[config.mk]
export PLATFORM = sky130hd
export DESIGN_NAME = interrupt_trigger_and_status
export DESIGN_NICKNAME = d
export VERILOG_FILES = /design/src/logic/irq_ctl_pkg.sv /design/src/logic/interrupt_trigger_and_status.sv
export VERILOG_INCLUDE_DIRS = /design/src /design/src/logic
export SDC_FILE = /design/constraint.sdc
export NUM_CORES = 1
export LEC_CHECK = 0
export BUFFER_PORTS_ARGS = -buffer_cell sky130_fd_sc_hd__buf_2
export CORE_AREA = 2 2 104 81
export CTS_CLUSTER_DIAMETER = 120
export CTS_CLUSTER_SIZE = 16
export DETAILED_ROUTE_END_ITERATION = 10
export DIE_AREA = 0 0 106 83
export GPL_TIMING_DRIVEN = 0
export PLACE_DENSITY = 0.72
export SYNTH_ARGS = -nofsm -noshare
export SYNTH_HDL_FRONTEND = slang
export SYNTH_SLANG_ARGS = --single-unit
[constraint.sdc]
create_clock -name clk -period 2.7 [get_ports clk]
set_input_delay 0.54 -clock clk [delete_from_list [all_inputs] [get_ports clk]]
set_output_delay 0.54 -clock clk [all_outputs]
set_load 0.005 [all_outputs]
[src/logic/irq_ctl_map.svh]
/*
 constants for the interrupt trigger and status block: init word
 field bits, command encodings, poll word layout and reset values.
 assumes inclusion by bare name from the package and the design.
*/
`ifndef IRQ_CTL_MAP_SVH
`define IRQ_CTL_MAP_SVH
`define LEVELS 8
`define MASK_RESET 8'h00
`define PEND_RESET 8'h00
`define SERV_RESET 8'h00
`define POLL_FLAG_BIT 7
`define POLL_NONE 8'h07
`define DEFAULT_LEVEL 3'h7
// command byte codes, written with address bit 0 low
`define CMD_INIT 8'h10
`define CMD_READ_PEND 8'h0A
`define CMD_READ_SERV 8'h0B
`define CMD_POLL 8'h0C
`define CMD_SMM_SET 8'h68
`define CMD_SMM_CLR 8'h48
`define CMD_EOI_NS 8'h20
`define CMD_EOI_SPEC_HI 5'h0C
// init word fields
`define INIT_LEVEL_BIT 3
`define INIT_AUTO_EOI_BIT 1
`endif

[src/logic/irq_ctl_pkg.sv]
/*
 types for the interrupt trigger and status block.
 assumes the map header sits beside it.
*/
`include "irq_ctl_map.svh"
package irq_ctl_pkg;
   typedef enum logic [1:0] {
      sel_pending,
      sel_service,
      sel_poll
   } read_sel_type;
   typedef enum logic [1:0] {
      ack_idle,
      ack_first,
      ack_second
   } ack_state_type;
endpackage

[src/logic/interrupt_trigger_and_status.sv]
/*
 eight-level interrupt request sensing, in-service tracking, mask,
 register readback, poll and end-of-interrupt handling.
 assumes port strobes and acknowledge pulses arrive asynchronously
 and are synchronised here; the board inverts the bus lines outside.
*/
`timescale 1ns/1ns
`default_nettype none
`include "irq_ctl_map.svh"

module interrupt_trigger_and_status
   import irq_ctl_pkg::*;
(
   // clock and reset
   input wire logic clk,
   input wire logic rst,
   // request inputs, already inverted on the board
   input wire logic [7:0] request_input,
   // processor strobes, active low, asynchronous, then address bit and write data bus
   input wire logic acknowledge_pulse_n,
   input wire logic read_strobe_n,
   input wire logic write_strobe_n,
   input wire logic addr0,
   input wire logic [7:0] write_data,
   // processor facing results
   output logic [7:0] read_data,
   output logic interrupt_out,
   output logic [2:0] ack_level
);
   import irq_ctl_pkg::*;

   logic [7:0] req_s1, req_s2, req_prev;
   logic [2:0] ack_s1, rd_s1, wr_s1;
   logic ack_s2, rd_s2, wr_s2, ack_d, rd_d, wr_d;
   logic [7:0] pending_request_levels;
   logic [7:0] in_service_levels;
   logic [7:0] level_mask;
   logic [7:0] armed;
   logic level_mode, auto_done, special_masking;
   read_sel_type read_sel;
   ack_state_type ack_state;
   logic [2:0] ack_grant;
   logic [7:0] next_pending, next_service;
   logic [7:0] eligible;
   logic found;
   logic [2:0] best;
   logic [2:0] top_serv;
   logic serv_any;
   logic ack_fall, ack_rise, rd_fall, wr_fall;
   logic [7:0] poll_word;

   // two-flop synchronisers; the second stage and a third delay stage for edge detection feed logic
   always_ff @(posedge clk) begin
      if (rst) begin
         req_s1 <= 8'h00;
         req_s2 <= 8'h00;
         req_prev <= 8'h00;
         ack_s1 <= 3'h7;
         rd_s1 <= 3'h7;
         wr_s1 <= 3'h7;
      end else begin
         req_s1 <= request_input;
         req_s2 <= req_s1;
         req_prev <= req_s2;
         ack_s1 <= {ack_s1[1:0], acknowledge_pulse_n};
         rd_s1 <= {rd_s1[1:0], read_strobe_n};
         wr_s1 <= {wr_s1[1:0], write_strobe_n};
      end
   end
   assign ack_s2 = ack_s1[1];
   assign rd_s2 = rd_s1[1];
   assign wr_s2 = wr_s1[1];
   assign ack_d = ack_s1[2];
   assign rd_d = rd_s1[2];
   assign wr_d = wr_s1[2];
   assign ack_fall = ack_d & ~ack_s2;
   assign ack_rise = ~ack_d & ack_s2;
   assign rd_fall = rd_d & ~rd_s2;
   assign wr_fall = wr_d & ~wr_s2;

   // resolution: masked in-service levels block only without special masking; in-service blocks equal and lower without it, only its own level with it
   always_comb begin
      eligible = pending_request_levels & ~level_mask;
      found = 1'b0;
      best = `DEFAULT_LEVEL;
      for (int i = `LEVELS - 1; i >= 0; i--) begin
         if (eligible[i]) begin
            found = 1'b1;
            best = 3'(i);
         end
      end
      // highest level in service; masked levels are skipped only under special masking
      serv_any = 1'b0;
      top_serv = 3'h7;
      for (int i = `LEVELS - 1; i >= 0; i--) begin
         if (in_service_levels[i] & ~(special_masking & level_mask[i])) begin
            serv_any = 1'b1;
            top_serv = 3'(i);
         end
      end
      // nested inhibition unless special masking is on
      if (found && serv_any && !(best < top_serv) &&
          !special_masking) begin
         found = 1'b0;
      end
      if (found && special_masking && in_service_levels[best]) begin
         found = 1'b0;
      end
   end

   assign poll_word = found ? {1'b1, 4'h0, best} : `POLL_NONE;

   // request latches with edge lockout
   always_comb begin
      next_pending = pending_request_levels;
      for (int i = 0; i < `LEVELS; i++) begin
         if (level_mode) begin
            next_pending[i] = req_s2[i];
         end else if (armed[i] && req_s2[i] && !req_prev[i]) begin
            next_pending[i] = 1'b1;
         end else if (!req_s2[i]) begin
            next_pending[i] = 1'b0;
         end
      end
   end

   always_ff @(posedge clk) begin
      if (rst) begin
         pending_request_levels <= `PEND_RESET;
         armed <= 8'hFF;
      end else begin
         pending_request_levels <= next_pending;
         for (int i = 0; i < `LEVELS; i++) begin
            if (level_mode) begin
               armed[i] <= 1'b1;
            end else if (!req_s2[i]) begin
               armed[i] <= 1'b1;
            end else if (ack_fall && ack_state == ack_idle &&
                         found && best == 3'(i)) begin
               armed[i] <= 1'b0;
               pending_request_levels[i] <= 1'b0;
            end else if (rd_fall && read_sel == sel_poll && !addr0 &&
                         found && best == 3'(i)) begin
               armed[i] <= 1'b0;
               pending_request_levels[i] <= 1'b0;
            end
         end
      end
   end

   // acknowledge sequence: first pulse grants, second ends it
   always_ff @(posedge clk) begin
      if (rst) begin
         ack_state <= ack_idle;
         ack_grant <= `DEFAULT_LEVEL;
      end else begin
         case (ack_state)
            ack_idle: begin
               if (ack_fall) begin
                  ack_state <= ack_first;
                  ack_grant <= found ? best : `DEFAULT_LEVEL;
               end
            end
            ack_first: begin
               if (ack_fall) begin
                  ack_state <= ack_second;
               end
            end
            ack_second: begin
               if (ack_rise) begin
                  ack_state <= ack_idle;
               end
            end
            default: ack_state <= ack_idle;
         endcase
      end
   end

   // in-service: done clears first, grant sets last so a set wins
   always_comb begin
      next_service = in_service_levels;
      if (ack_rise && ack_state == ack_second && auto_done) begin
         next_service[ack_grant] = 1'b0;
      end
      if (wr_fall && !addr0 && write_data == `CMD_EOI_NS && serv_any) begin
         next_service[top_serv] = 1'b0;
      end
      if (wr_fall && !addr0 && write_data[7:3] == `CMD_EOI_SPEC_HI) begin
         next_service[write_data[2:0]] = 1'b0;
      end
      if (ack_fall && ack_state == ack_idle && found) begin
         next_service[best] = 1'b1;
      end
      if (rd_fall && read_sel == sel_poll && !addr0 && found) begin
         next_service[best] = 1'b1;
      end
   end

   always_ff @(posedge clk) begin
      if (rst) begin
         in_service_levels <= `SERV_RESET;
      end else begin
         in_service_levels <= next_service;
      end
   end

   // port writes: mask, init word, commands
   always_ff @(posedge clk) begin
      if (rst) begin
         level_mask <= `MASK_RESET;
         level_mode <= 1'b0;
         auto_done <= 1'b0;
         special_masking <= 1'b0;
         read_sel <= sel_pending;
      end else begin
         if (wr_fall && addr0) begin
            level_mask <= write_data;
         end
         if (wr_fall && !addr0) begin
            if (write_data[4]) begin
               level_mode <= write_data[`INIT_LEVEL_BIT];
               auto_done <= write_data[`INIT_AUTO_EOI_BIT];
               special_masking <= 1'b0;
               level_mask <= `MASK_RESET;
               read_sel <= sel_pending;
            end else if (write_data == `CMD_READ_PEND) begin
               read_sel <= sel_pending;
            end else if (write_data == `CMD_READ_SERV) begin
               read_sel <= sel_service;
            end else if (write_data == `CMD_POLL) begin
               read_sel <= sel_poll;
            end else if (write_data == `CMD_SMM_SET) begin
               special_masking <= 1'b1;
            end else if (write_data == `CMD_SMM_CLR) begin
               special_masking <= 1'b0;
            end
         end
         if (rd_fall && !addr0 && read_sel == sel_poll) begin
            read_sel <= sel_pending;
         end
      end
   end

   // read data and outputs, all registered
   always_ff @(posedge clk) begin
      if (rst) begin
         read_data <= 8'h00;
         interrupt_out <= 1'b0;
         ack_level <= `DEFAULT_LEVEL;
      end else begin
         interrupt_out <= found & (read_sel != sel_poll);
         ack_level <= ack_grant;
         if (rd_fall) begin
            if (addr0) begin
               read_data <= level_mask;
            end else if (read_sel == sel_service) begin
               read_data <= in_service_levels;
            end else if (read_sel == sel_poll) begin
               read_data <= poll_word;
            end else begin
               read_data <= pending_request_levels;
            end
         end
      end
   end
endmodule
`default_nettype wire

Yosys cells after proc, flatten, opt, wreduce, memory -nomap -nowiden
Index checks and enable logic that the tools add are counted.
Word-level totals
  input bits: 22
  logic and storage cells: 344
  output and inout port bits: 12
  flip-flop bits (word level): 87
Operators by class
  $lt $le $gt $ge: 9
  equality and inequality tests: 25
  reduce and logical (&&, ||, !) cells: 92
  mux-type cells: 141
  bitwise logic cells: 51
Operators with widths (count)
  1-bit 2-to-1 mux: 103
  8-bit 2-to-1 mux: 12
  1-bit logical AND: 55
  3-bit 2-to-1 mux: 13
  8-bit AND: 4
  8-bit inverter: 4
  8-bit by 4-bit equality test with 1-bit output, second input constant: 3
  3-bit OR reduction: 8
  1-bit AND: 21
  1-bit inverter: 20
  8-bit by 7-bit equality test with 1-bit output, second input constant: 2
  3-bit by 4-bit less-than comparator with 1-bit output, second input constant: 4
  8-bit OR: 2
  2-bit nonzero test: 8
  2-bit 2-to-1 mux: 7
  2-bit inequality test, second input constant: 7
  1-bit demux with 3-bit select: 4
  3-bit equality test, second input constant: 4
  3-bit by 1-bit greater-or-equal comparator with 1-bit output, second input constant: 4
  1-bit logical NOT: 11
  8-bit by 6-bit equality test with 1-bit output, second input constant: 1
  3-bit by 2-bit equality test with 1-bit output, second input constant: 2
  2-bit one-hot mux with 3 select lines: 1
  2-bit AND reduction: 3
  13 further kinds: 15

Depth between registers and ports, before layout
Gate-level depths: netlist of the first run.
  word-level depth: 24
  depth in mapped cells: 12

Worst setup path before layout of the first run
No wires, ideal clock.
  path kind: register to register
  start point: register level_mask[0]
  end point: register armed[4]
  clock period less this slack: 2602 ps
  data arrival time: 2471 ps
  stages on the path, launching flop included: 13
  slack: 98 ps
  cells stage by stage: dfxtp_1 > or2b_2 > clkbuf_1 > nand2_1 > a21oi_1 > ha_1 > o21ai_0 > a21oi_1 > o31ai_4 > o32ai_4 > nor4_4 > buf_6 > a22oi_2
On the way
  longest elaborated chain between the ends: 15
  elaborated cells on any way between the ends: 27
  classes of those cells: order compare (1); eq/ne (1); mux (9); bitwise (5); reduce/logical (11)
RTL lines
  start, declared: RTL line interrupt_trigger_and_status.sv:37  | logic [7:0] level_mask;
  start signal, assigned: RTL line interrupt_trigger_and_status.sv:210  | level_mask <= `MASK_RESET;
  start signal, assigned: RTL line interrupt_trigger_and_status.sv:217  | level_mask <= write_data;
  start signal, assigned: RTL line interrupt_trigger_and_status.sv:224  | level_mask <= `MASK_RESET;
  1-bit AND: RTL line interrupt_trigger_and_status.sv:96  | if (in_service_levels[i] & ~(special_masking & level_mask[i])) begin
  1-bit inverter: RTL line interrupt_trigger_and_status.sv:96
  1-bit AND: RTL line interrupt_trigger_and_status.sv:96
  3-bit 2-to-1 mux: RTL line interrupt_trigger_and_status.sv:96
  3-bit less-than comparator: RTL line interrupt_trigger_and_status.sv:102  | if (found && serv_any && !(best < top_serv) &&
  1-bit logical NOT: RTL line interrupt_trigger_and_status.sv:102
  1-bit logical AND (2 in series): RTL line interrupt_trigger_and_status.sv:102
  1-bit 2-to-1 mux: RTL line interrupt_trigger_and_status.sv:102
  1-bit logical AND (2 in series): RTL line interrupt_trigger_and_status.sv:106  | if (found && special_masking && in_service_levels[best]) begin
  1-bit 2-to-1 mux: RTL line interrupt_trigger_and_status.sv:106
  1-bit logical AND, on equally long branches: RTL line interrupt_trigger_and_status.sv:138, interrupt_trigger_and_status.sv:142
  1-bit logical AND, on equally long branches: RTL line interrupt_trigger_and_status.sv:139, interrupt_trigger_and_status.sv:143
  1-bit 2-to-1 mux or 2-bit nonzero test (tied branches)
  end signal, assigned by index: RTL line interrupt_trigger_and_status.sv:137  | armed[i] <= 1'b1;
  end signal, assigned by index: RTL line interrupt_trigger_and_status.sv:140  | armed[i] <= 1'b0;
  end signal, assigned by index: RTL line interrupt_trigger_and_status.sv:144  | armed[i] <= 1'b0;
  end, declared: RTL line interrupt_trigger_and_status.sv:38  | logic [7:0] armed;
Parallel ways exist; a longest one is shown, timed or not. The select of a mux whose other input is x is not followed.
A chain may end at the register's enable or synchronous reset.

Worst setup path in the final report of the first run
  start point: register special_masking
  end point: register armed[6]
On the way
  longest elaborated chain between the ends: 21
  elaborated cells on any way between the ends: 55
  classes of those cells: order compare (1); mux (18); bitwise (24); reduce/logical (12)
RTL lines
  start, declared: RTL line interrupt_trigger_and_status.sv:39  | logic level_mode, auto_done, special_masking;
  start signal, assigned: RTL line interrupt_trigger_and_status.sv:213  | special_masking <= 1'b0;
  start signal, assigned: RTL line interrupt_trigger_and_status.sv:223  | special_masking <= 1'b0;
  start signal, assigned: RTL line interrupt_trigger_and_status.sv:233  | special_masking <= 1'b1;
  1-bit AND: RTL line interrupt_trigger_and_status.sv:96
  1-bit inverter: RTL line interrupt_trigger_and_status.sv:96
  1-bit AND: RTL line interrupt_trigger_and_status.sv:96
  1-bit 2-to-1 mux: RTL line interrupt_trigger_and_status.sv:96
  3-bit 2-to-1 mux or 1-bit 2-to-1 mux (tied branches) (6 in series): RTL line interrupt_trigger_and_status.sv:96
  3-bit less-than comparator or 1-bit 2-to-1 mux (tied branches): RTL line interrupt_trigger_and_status.sv:102, interrupt_trigger_and_status.sv:96
  1-bit logical NOT or 1-bit logical AND (tied branches): RTL line interrupt_trigger_and_status.sv:102
  1-bit logical AND (2 in series): RTL line interrupt_trigger_and_status.sv:102
  1-bit 2-to-1 mux: RTL line interrupt_trigger_and_status.sv:102
  1-bit logical AND (2 in series): RTL line interrupt_trigger_and_status.sv:106
  1-bit 2-to-1 mux *: RTL line interrupt_trigger_and_status.sv:106
  1-bit logical AND, on equally long branches: RTL line interrupt_trigger_and_status.sv:138, interrupt_trigger_and_status.sv:142
  1-bit logical AND, on equally long branches: RTL line interrupt_trigger_and_status.sv:139, interrupt_trigger_and_status.sv:143
  1-bit 2-to-1 mux or 2-bit nonzero test (tied branches)
Every way passes the cells marked *; elsewhere a longest branch is shown, timed or not.

==> results by group, run 1 <==
STA
  – Slew Limit Fails: 0
  – Final hold viol count: 0
  – Fin crit share: 0.966
  – Setup WS post-layout: 90.5 ps
  – Fmax: ~0.38 GHz
  – Final min period: ~2600 ps
  – Setup violations, final: 0
  – RSZ-0062 raised after global routing: true
  – Clk_skew: approximately 12 ps
  – Worst slew pin tran: just under 900 ps
  – Rel. slew slack: 0.406

Power and ir drop
  – Int Pwr: approximately 1.9 mW
  – Peak VDD IR: 0.313 mV
  – Net Switching: 0.641 mW
  – Power per Cell Area: around 530 nW/µm²
  – Part of the power in combinational logic: 0.103
  – P_leak: around 1.8 nW
  – Sequential Power Share: 0.520
  – Net Sw Frac: 0.250
  – Clock share of power: 0.377

Global routing
  – First-pass GRT wire length: 18700 µm
  – Vias in the first global route: about 3400
  – Tot GR Track Use: 0.279
  – Largest net degree at the start of global routing: 14
  – Grt ovf: 0
  – Antenna violations before repair: 0

Critical path
  – Worst reg-to-reg path cell count: 10
  – CP Max Fanout: 10
  – CP required: 2930 ps
  – Most used cell, CP: buf_6
  – Cell Chain, Critical Path: buf_6 > o221ai_2 > or2_4 > ha_2 > nor4b_4 > o32ai_4 > nor4_4 > buf_4 > buf_6 > a22oi_2
  – Worst Setup Path Type: flop to flop
  – CP startpoint kind: flop
  – Crit end category: flop
  – Flop-to-flop setup slack: roughly 91 ps
  – Cell family with most CP delay: simple AND/OR/NAND/NOR gates
  – Crit. path cell count: 10
  – CP arrival: between 2000 and 3000 ps
  – Slowest-stage cell, CP: nor4b_4
  – CP Buf/Inv Count: 3
  – Slowest cell delay on critical path: 390 ps

Clock network
  – Clk buf depth: 2
  – Max H-tree Level: 3
  – CTS clock-pin slew for the worst setup and hold paths: ~90 ps
  – Sinks on the clock net: 87
  – CTS Buf Count: 9
  – CTS Hold Buffers Added: 0
  – Clock latency on the worst-skew pair: 360 ps
  – CTS tree: yes
  – Root buffer selected by CTS: clkbuf_8

Placed design
  – Placed cell area: between 4000 and 5000 µm²
  – Placed Instances: ~600
  – Pre-CTS WS: -855 ps
  – IO Port Bufs: 29
  – Post-DP HPWL: approximately 8500 µm
  – Placer's final routability congestion estimate: 0.951

Synth
  – Syn avg cell area: just under 9 µm²
  – Syn Std Cell Area: roughly 4100 µm²
  – Post-synth top flop: dfxtp_1
  – Mapped Nets: about 500
  – Ys async rst share: 0
  – YS warnings: 0
  – Synthesized instance count: between 400 and 500
  – Number of enable flip-flop cells after synthesis: 0
  – Register bit count reported by yosys: 87
  – Count of cell types in the netlist: 68
  – Seq/Total Area, Yosys: 0.422

Die
  – Io pins: 34
  – Die width: roughly 110 µm
  – Die Ht: 83 µm
  – # rows: 28
  – Die area: between 8000 and 9000 µm²
  – Starting density of the core: 0.533
  – Core box area: 7740 µm²

Detailed routing
  – DRT iter0 DRCs: 267
  – Number of detailed-route iterations in the first pass: 5
  – Vias: around 3700
  – Drt wl/cell: 19.3 µm
  – Post-DRT Antenna Nets: 0
  – Residual DRC count: 0
  – Via density: ~6
  – Final wirelength: roughly 12000 µm

Worst hold path
  – Hold Path Depth: 2
  – Worst Hold Class: input pin to flop

Layout
  – Storage cell area: 1770 µm²
  – Commonest non-fill, non-tap cell in the layout: dfxtp_1
  – Post-layout nets: 541
  – Finished Core Util: 0.624
  – Fill cell count: roughly 710
  – Non-filler instance count after layout: approximately 630
  – Multi-input logic area: about 2300 µm²
  – Syn-to-layout area delta: 17.0%
  – Layout cell share with drive strength beyond 1: 0.258
  – Most frequent cells in the layout: dfxtp_1, nand2_1, nor2b_1, nor2_1, buf_2
  – Cell area after layout: 4830 µm²

Outcome
  – Status: finished clean

Flow run
  – # Max-Cap Violations: 0
## area by class of cell
type,instances,area share
Antenna cell,1,0.000518
Sequential cell,87,0.366
Timing Repair Buffer,43,0.0513
Clock buffer,10,0.0264
Multi-Input combinational cell,334,0.475
Inverter,19,0.0148
Tap cell,105,0.0272
Buffer,23,0.0233
Clock inverter,4,0.0150
## worst register-to-register path: stages, from the launching register on
cell,delay (ps)
dfxtp_4,380
buf_6,160
o221ai_2,140
or2_4,310
ha_2,200
nor4b_4,390
o32ai_4,200
nor4_4,300
buf_4,200
buf_6,140
a22oi_2,60
## routing by layer
layer  GRT usage  routed length (µm)
met2       0.391                5200
met3      0.0565                 713
met1       0.424                5940
met4      0.0933                 260
met5           0                   0
## sequential cells by signal, summed over array words and instances (netlist names), 8 cells and up
name,count
armed,8
in_service_levels,8
level_mask,8
pending_request_levels,8
read_data,8
req_prev,8
req_s1,8
req_s2,8
## metrics by stage
stage | setup TNS (ps) | total power, mW | hold WS, ps
6_report | 0 | 2.56 | 356
5_1_grt | -94.9 | 2.65 | 345
4_1_cts | 0 | 2.56 | 349
3_5_place_dp | -22490 | 1.59 | 398
3_3_place_gp | -23060 | 1.59 | 393
2_1_floorplan | 0 | 1.51 | 389
## cell families after synthesis
group           after synthesis  synth area share
compound gates              120             0.230
flops                        87             0.422
buf+inv                      43            0.0440
simple gates                199             0.266
fa+ha+maj                     2           0.00606
mux                          12            0.0294
xor+xnor                      1           0.00212
## cell usage after synthesis (12+ instances only)
cell type / n / area share
o21ai_0: 17 / 0.021
nor2_1: 33 / 0.030
nor2b_1: 38 / 0.058
dfxtp_1: 87 / 0.42
nand2_1: 44 / 0.040
nor3_1: 17 / 0.021
or2_2: 12 / 0.018
a21oi_1: 16 / 0.019
clkbuf_1: 19 / 0.017
inv_1: 19 / 0.017
## final timing paths
path | from | endpoint
setup / recovery | special_masking | armed[6]
hold / removal | acknowledge_pulse_n | ack_s1[0]
setup reg to reg | special_masking | armed[6]
hold reg to reg | rd_s1[0] | rd_s1[1]
## power groups by stage
stage                     Sequential, mW  Combinational, mW  Clock [mW]
after global routing                1.34              0.284        1.03
after global placement              1.36              0.225           0
final                               1.33              0.265       0.966
after floorplan                     1.36              0.153           0
after detailed placement            1.36              0.227           0
after CTS                           1.33              0.247       0.974
## repair_timing
| action | in CTS | in global routing |
|---|---|---|
| gates resized for setup | 12 | 32 |
| setup buffers | 8 | 5 |
| gates cloned | 1 | 0 |
| pin swaps | 5 | 6 |
| endpoints found under the setup margin | 32 | 31 |
Power figures use the tool's default switching activity.
==> run 2, diff against run 1 <==
- REMOVE_ABC_BUFFERS: not set -> 1
==> results by group, run 2 (synthesis results as in run 1) <==
Critical path
  – Slowest-stage cell, CP: o32ai_4
  – Cell family with most CP delay: compound AO/OA/AOI/OAI gates
  – CP startpoint kind: flop
  – CP Buf/Inv Count: 1
  – CP Max Fanout: 16
  – Reg2reg end: pending_request_levels[3]
  – Crit end category: flop
  – Flop-to-flop setup slack: between 70 and 80 ps
  – R2r startpoint: level_mask[4]
  – Worst reg-to-reg path cell count: 8
  – CP required: 2970 ps
  – Critical path origin: level_mask[4]
  – CP arrival: 2890 ps
  – Worst setup endpoint: pending_request_levels[3]
  – Worst Setup Path Type: flop to flop
  – Cell Chain, Critical Path: nand2b_1 > a21boi_1 > o311a_4 > mux2i_1 > o32ai_4 > nor4_4 > buf_12 > a311oi_1
  – Crit. path cell count: 8
  – Slowest cell delay on critical path: ~460 ps

Detailed routing
  – Number of detailed-route iterations in the first pass: 5
  – Residual DRC count: 0
  – DRT iter0 DRCs: about 240
  – Final wirelength: slightly above 10000 µm
  – Post-DRT Antenna Nets: 0
  – Via density: between 5 and 6
  – Drt wl/cell: between 15 and 20 µm
  – Vias: roughly 3600

STA
  – Worst slew pin tran: just over 1000 ps
  – TNS Setup: 0 ps
  – RSZ-0062 raised after global routing: true
  – Clk_skew: 13.8 ps
  – Slew Limit Fails: 0
  – Fin crit share: 0.971
  – Final hold viol count: 0
  – Final min period: approximately 2600 ps
  – Fmax: between 0.3 and 0.4 GHz
  – Setup violations, final: 0
  – Rel. slew slack: 0.327

Die
  – Die width: around 110 µm
  – Die Ht: 83 µm
  – # rows: 28
  – Starting density of the core: 0.533
  – Io pins: 34
  – Core box area: slightly below 8000 µm²
  – Die area: 8800 µm²

Clock network
  – Max H-tree Level: 3
  – Clk buf depth: 2
  – CTS Hold Buffers Added: 0
  – Clock latency on the worst-skew pair: 370 ps
  – CTS Buf Count: 9
  – CTS clock-pin slew for the worst setup and hold paths: approximately 90 ps
  – Root buffer selected by CTS: clkbuf_8
  – Sinks on the clock net: slightly below 90
  – CTS tree: yes

Worst hold path
  – Worst Hold Class: input pin to flop

Placed design
  – Post-DP HPWL: just over 7000 µm
  – IO Port Bufs: 33
  – Placer's final routability congestion estimate: approximately 0.95
  – Placed cell area: roughly 4300 µm²

Global routing
  – Grt ovf: 0
  – First-pass GRT wire length: 16400 µm
  – Largest net degree at the start of global routing: between 50 and 60
  – Vias in the first global route: between 3000 and 4000
  – Tot GR Track Use: 0.236
  – Antenna violations before repair: 0

Layout
  – Most frequent cells in the layout: dfxtp_1, nand2_1, nor2b_1, buf_2, nor2_1
  – Layout cell share with drive strength beyond 1: 0.242
  – Fill cell count: roughly 700
  – Multi-input logic area: ~2300 µm²
  – Commonest non-fill, non-tap cell in the layout: dfxtp_1
  – Syn-to-layout area delta: 13.9%
  – Storage cell area: ~1800 µm²
  – Cell area after layout: between 4000 and 5000 µm²
  – Post-layout nets: 520
  – Finished Core Util: 0.607
  – Antenna cells: 0

Power and ir drop
  – Power Total: roughly 2.4 mW
  – Power per Cell Area: approximately 500 nW/µm²
  – Peak VDD IR: 0.321 mV
  – P_leak: approximately 1.8 nW

Outcome
  – Status: finished clean

Flow run
  – # Max-Cap Violations: 0
run 2: cell types whose count changed in the layout (fill, tap and decap cells not counted), moves of 3 or more:
cell,previous run,this run
dfxtp_2,11,7
dfxtp_4,4,1
buf_2,30,33
dfxtp_1,72,79
buf_4,14,11
clkbuf_1,19,0
o311ai_0,5,2
buf_6,3,0
run 2: per-layer routing:
metal,up-vias,wire length (µm),track usage,part of all wire
met3,12,519,0.0495,0.051
li1,1737,-,-,-
met1,1695,5150,0.352,0.50
met5,-,0,0,0
met2,116,4500,0.345,0.44
met4,0,101,0.0658,0.0098
run 2: worst min path at each step:
stage                               from        end  slack [ps]  cells past startpoint
final                     write_strobe_n   wr_s1[0]         340                      2
after global routing      write_strobe_n   wr_s1[0]         340                      2
after CTS                 write_strobe_n   wr_s1[0]         340                      2
after detailed placement        rd_s1[0]   rd_s1[1]         400                      1
after global placement          wr_s1[0]   wr_s1[1]         390                      1
after floorplan                ack_s1[0]  ack_s1[1]         390                      1
run 2: cell type report:
class,instances,area share
multi-input cells,334,0.488
clock buffers,10,0.0293
clock inverters,6,0.00932
flip-flops and latches,87,0.373
inverters,19,0.0152
well taps,105,0.0280
repair buffers,45,0.0570
run 2: what timing repair did:
item | 4_1_cts | 5_1_grt
gates resized for setup | 14 | 13
buffers inserted | 6 | 6
pin swaps | 4 | 3
endpoints found under the setup margin | 32 | 21
run 2: where the power goes:
part           internal, mW  switching (mW)
clock network         0.362           0.472
registers              1.31          0.0208
logic                0.0975           0.150
total                  1.77           0.643
run 2: worst reg2reg max path, stage by stage (launching register included):
cell and delay, ps:
dfxtp_1 400, nand2b_1 210, a21boi_1 420, o311a_4 360
mux2i_1 140, o32ai_4 460, nor4_4 80, buf_12 200
a311oi_1 250
run 2: stage by stage:
| step | worst slack, ps | hold slack [ps] | std cells |
|---|---|---|---|
| after floorplan | -264 | 389 | 440 |
| after global placement | -1680 | 391 | 578 |
| after detailed placement | -1050 | 398 | 578 |
| after CTS | 9.20 | 338 | 600 |
| after global routing | -58.4 | 341 | 606 |
| final | 78.8 | 344 | 606 |
==> run 3, diff against run 2 <==
- ABC_AREA: not set -> 1
- ABC_CLOCK_PERIOD_IN_PS: not set -> 2700
- MAX_ROUTING_LAYER: not set -> met4
- PLACE_DENSITY: 0.72 -> 0.7
==> results by group, run 3 <==
STA
  – Final min period: between 2000 and 3000 ps
  – Setup WS post-layout: between 100 and 150 ps
  – Fin crit share: 0.945
  – Fmax: slightly below 0.4 GHz
  – Setup violations, final: 0
  – Rel. slew slack: 0.417
  – TNS Setup: 0 ps
  – Worst slew pin tran: just under 900 ps
  – RSZ-0062 raised after global routing: false
  – Clk_skew: between 7 and 8 ps
  – Final hold viol count: 0
  – Slew Limit Fails: 0

Synth
  – Commonest cells in the netlist: inv_1, nand2_1, dfxtp_1
  – Count of cell types in the netlist: 39
  – Area leader, netlist: dfxtp_1
  – Yosys top cell area share: 0.438
  – Post-synth top flop: dfxtp_1
  – Seq/Total Area, Yosys: 0.438
  – Number of enable flip-flop cells after synthesis: 0
  – Synth area leaders: dfxtp_1, inv_1, nand2_1
  – Syn Std Cell Area: approximately 4000 µm²
  – Most common cell in the netlist: inv_1
  – Synthesized instance count: 540
  – Syn avg cell area: ~7.4 µm²
  – YS warnings: 0
  – Register bit count reported by yosys: 87
  – Ys async rst share: 0

Global routing
  – Antenna violations before repair: 0
  – Tot GR Track Use: 0.268
  – Largest net degree at the start of global routing: 46
  – Vias in the first global route: ~3300
  – Grt ovf: 0
  – First-pass GRT wire length: 17600 µm

Critical path
  – Flop-to-flop setup slack: 150 ps
  – Worst Setup Path Type: flop to flop
  – CP startpoint kind: flop
  – Crit end category: flop
  – CP Max Fanout: 7
  – CP required: around 3000 ps
  – CP arrival: roughly 2800 ps

Die
  – Core box area: 7740 µm²
  – Starting density of the core: 0.513
  – Die Ht: 83 µm
  – Die area: 8800 µm²
  – # rows: 28
  – Io pins: 34
  – Die width: approximately 110 µm

Clock network
  – CTS clock-pin slew for the worst setup and hold paths: approximately 90 ps
  – CTS Hold Buffers Added: 0
  – Clk buf depth: 2
  – Max H-tree Level: 3
  – Root buffer selected by CTS: clkbuf_8
  – Sinks on the clock net: 87
  – CTS tree: yes
  – Clock latency on the worst-skew pair: between 300 and 400 ps
  – CTS Buf Count: 9

Layout
  – Commonest non-fill, non-tap cell in the layout: inv_1
  – Syn-to-layout area delta: 10.3%
  – Fill cell count: between 700 and 800
  – Most frequent cells in the layout: inv_1, nand2_1, dfxtp_1, nor2_1, nand3_1
  – Layout cell share with drive strength beyond 1: 0.163
  – Antenna cells: 0
  – Post-layout nets: a little under 600
  – Finished Core Util: 0.566

Worst hold path
  – Worst Hold Class: input pin to flop

Flow run
  – # Max-Cap Violations: 0

Detailed routing
  – DRT iter0 DRCs: between 200 and 250
  – Drt wl/cell: around 16 µm
  – Residual DRC count: 0
  – Vias: roughly 3600
  – Number of detailed-route iterations in the first pass: 5
  – Via density: 5.27
  – Final wirelength: 10700 µm
  – Post-DRT Antenna Nets: 0

Placed design
  – Post-DP HPWL: around 8000 µm
  – Pre-CTS WS: -60.5 ps
  – Placer's final routability congestion estimate: between 1 and 1.5
  – IO Port Bufs: 33

Power and ir drop
  – Power per Cell Area: around 540 nW/µm²
  – Peak VDD IR: ~0.31 mV
  – P_leak: ~2 nW

Outcome
  – Status: finished clean
==> run 3: cell types whose count changed after synthesis, moves of 8 or more <==
| cell | before | now |
|---|---|---|
| mux2i_1 | 11 | 0 |
| nand2b_1 | 11 | 0 |
| nand2_2 | 0 | 12 |
| nor2b_1 | 38 | 0 |
| nor2_1 | 33 | 59 |
| inv_1 | 19 | 92 |
| nand4_1 | 2 | 12 |
| nor3_1 | 17 | 6 |
| o211ai_1 | 2 | 13 |
| clkbuf_1 | 19 | 11 |
| nand2_1 | 44 | 89 |
| nand3_1 | 11 | 36 |
| a21oi_1 | 16 | 32 |
==> run 3: timing repair <==
item	CTS	global route
gates cloned	0	0
endpoints found under the setup margin	19	32
buffers inserted	0	0
resized for setup	1	4
==> run 3: worst paths after layout <==
check / end / startpoint / depth (start not counted)
hold reg to reg: req_s2[3] / req_s1[3] / 2
setup reg to reg: pending_request_levels[0] / special_masking / 16
hold / removal: wr_s1[0] / write_strobe_n / 2
setup / recovery: pending_request_levels[0] / special_masking / 16
==> run 3: through the flow <==
stage / cells / power [mW] / instance area, µm² / hold slack [ps]
global route: 681 / 2.49 / 4380 / 342
CTS: 681 / 2.39 / 4370 / 338
detailed placement: 665 / 1.60 / 4200 / 397
finish: 681 / 2.38 / 4380 / 353
floorplan: 527 / 1.51 / 3910 / 388
global placement: 665 / 1.60 / 4200 / 390
==> run 3: logic make-up (layout without fill, tap and decap cells) <==
group / after synthesis / count (layout) / synth area share
AND/OR/NAND/NOR: 231 / 231 / 0.271
buffers and inverters: 114 / 150 / 0.114
AO/OA/AOI/OAI: 106 / 106 / 0.170
flip-flops: 87 / 87 / 0.438
adder cells (fa/ha/maj): 2 / 2 / 0.00629
==> run 3: report_power, final <==
| part | total (mW) | internal (mW) | switching [mW] |
|---|---|---|---|
| sequential | 1.34 | 1.32 | 0.0222 |
| clock | 0.801 | 0.335 | 0.467 |
| combinational | 0.237 | 0.0731 | 0.164 |
==> run 3: critical path, stage by stage (launching register included) <==
cell,delay [ps]
dfxtp_2,440
inv_2,120
o21ai_4,200
nand2_1,150
inv_2,120
nand2_4,70
ha_1,290
nand2_1,70
inv_1,30
nand2_1,50
nand2_1,80
a21oi_4,230
nand3_4,160
inv_4,140
nand2_2,90
o21ai_1,130
nor2_1,50
==> run 3: area by class of cell <==
cell class	count	area (µm²)	share of cell area
Multi-Input combinational cell	339	1790	0.409
Sequential cell	87	1740	0.398
Inverter	101	384	0.0876
Timing Repair Buffer	33	165	0.0377
Clock buffer	11	131	0.0300
Tap cell	105	131	0.0300
Clock inverter	5	35.0	0.00799
==> run 3: routing by layer <==
metal | part of all wire | GRT usage
met1 | 0.49 | 0.374
met2 | 0.42 | 0.380
met3 | 0.074 | 0.0738
met4 | 0.017 | 0.0789
met5 | 0 | -
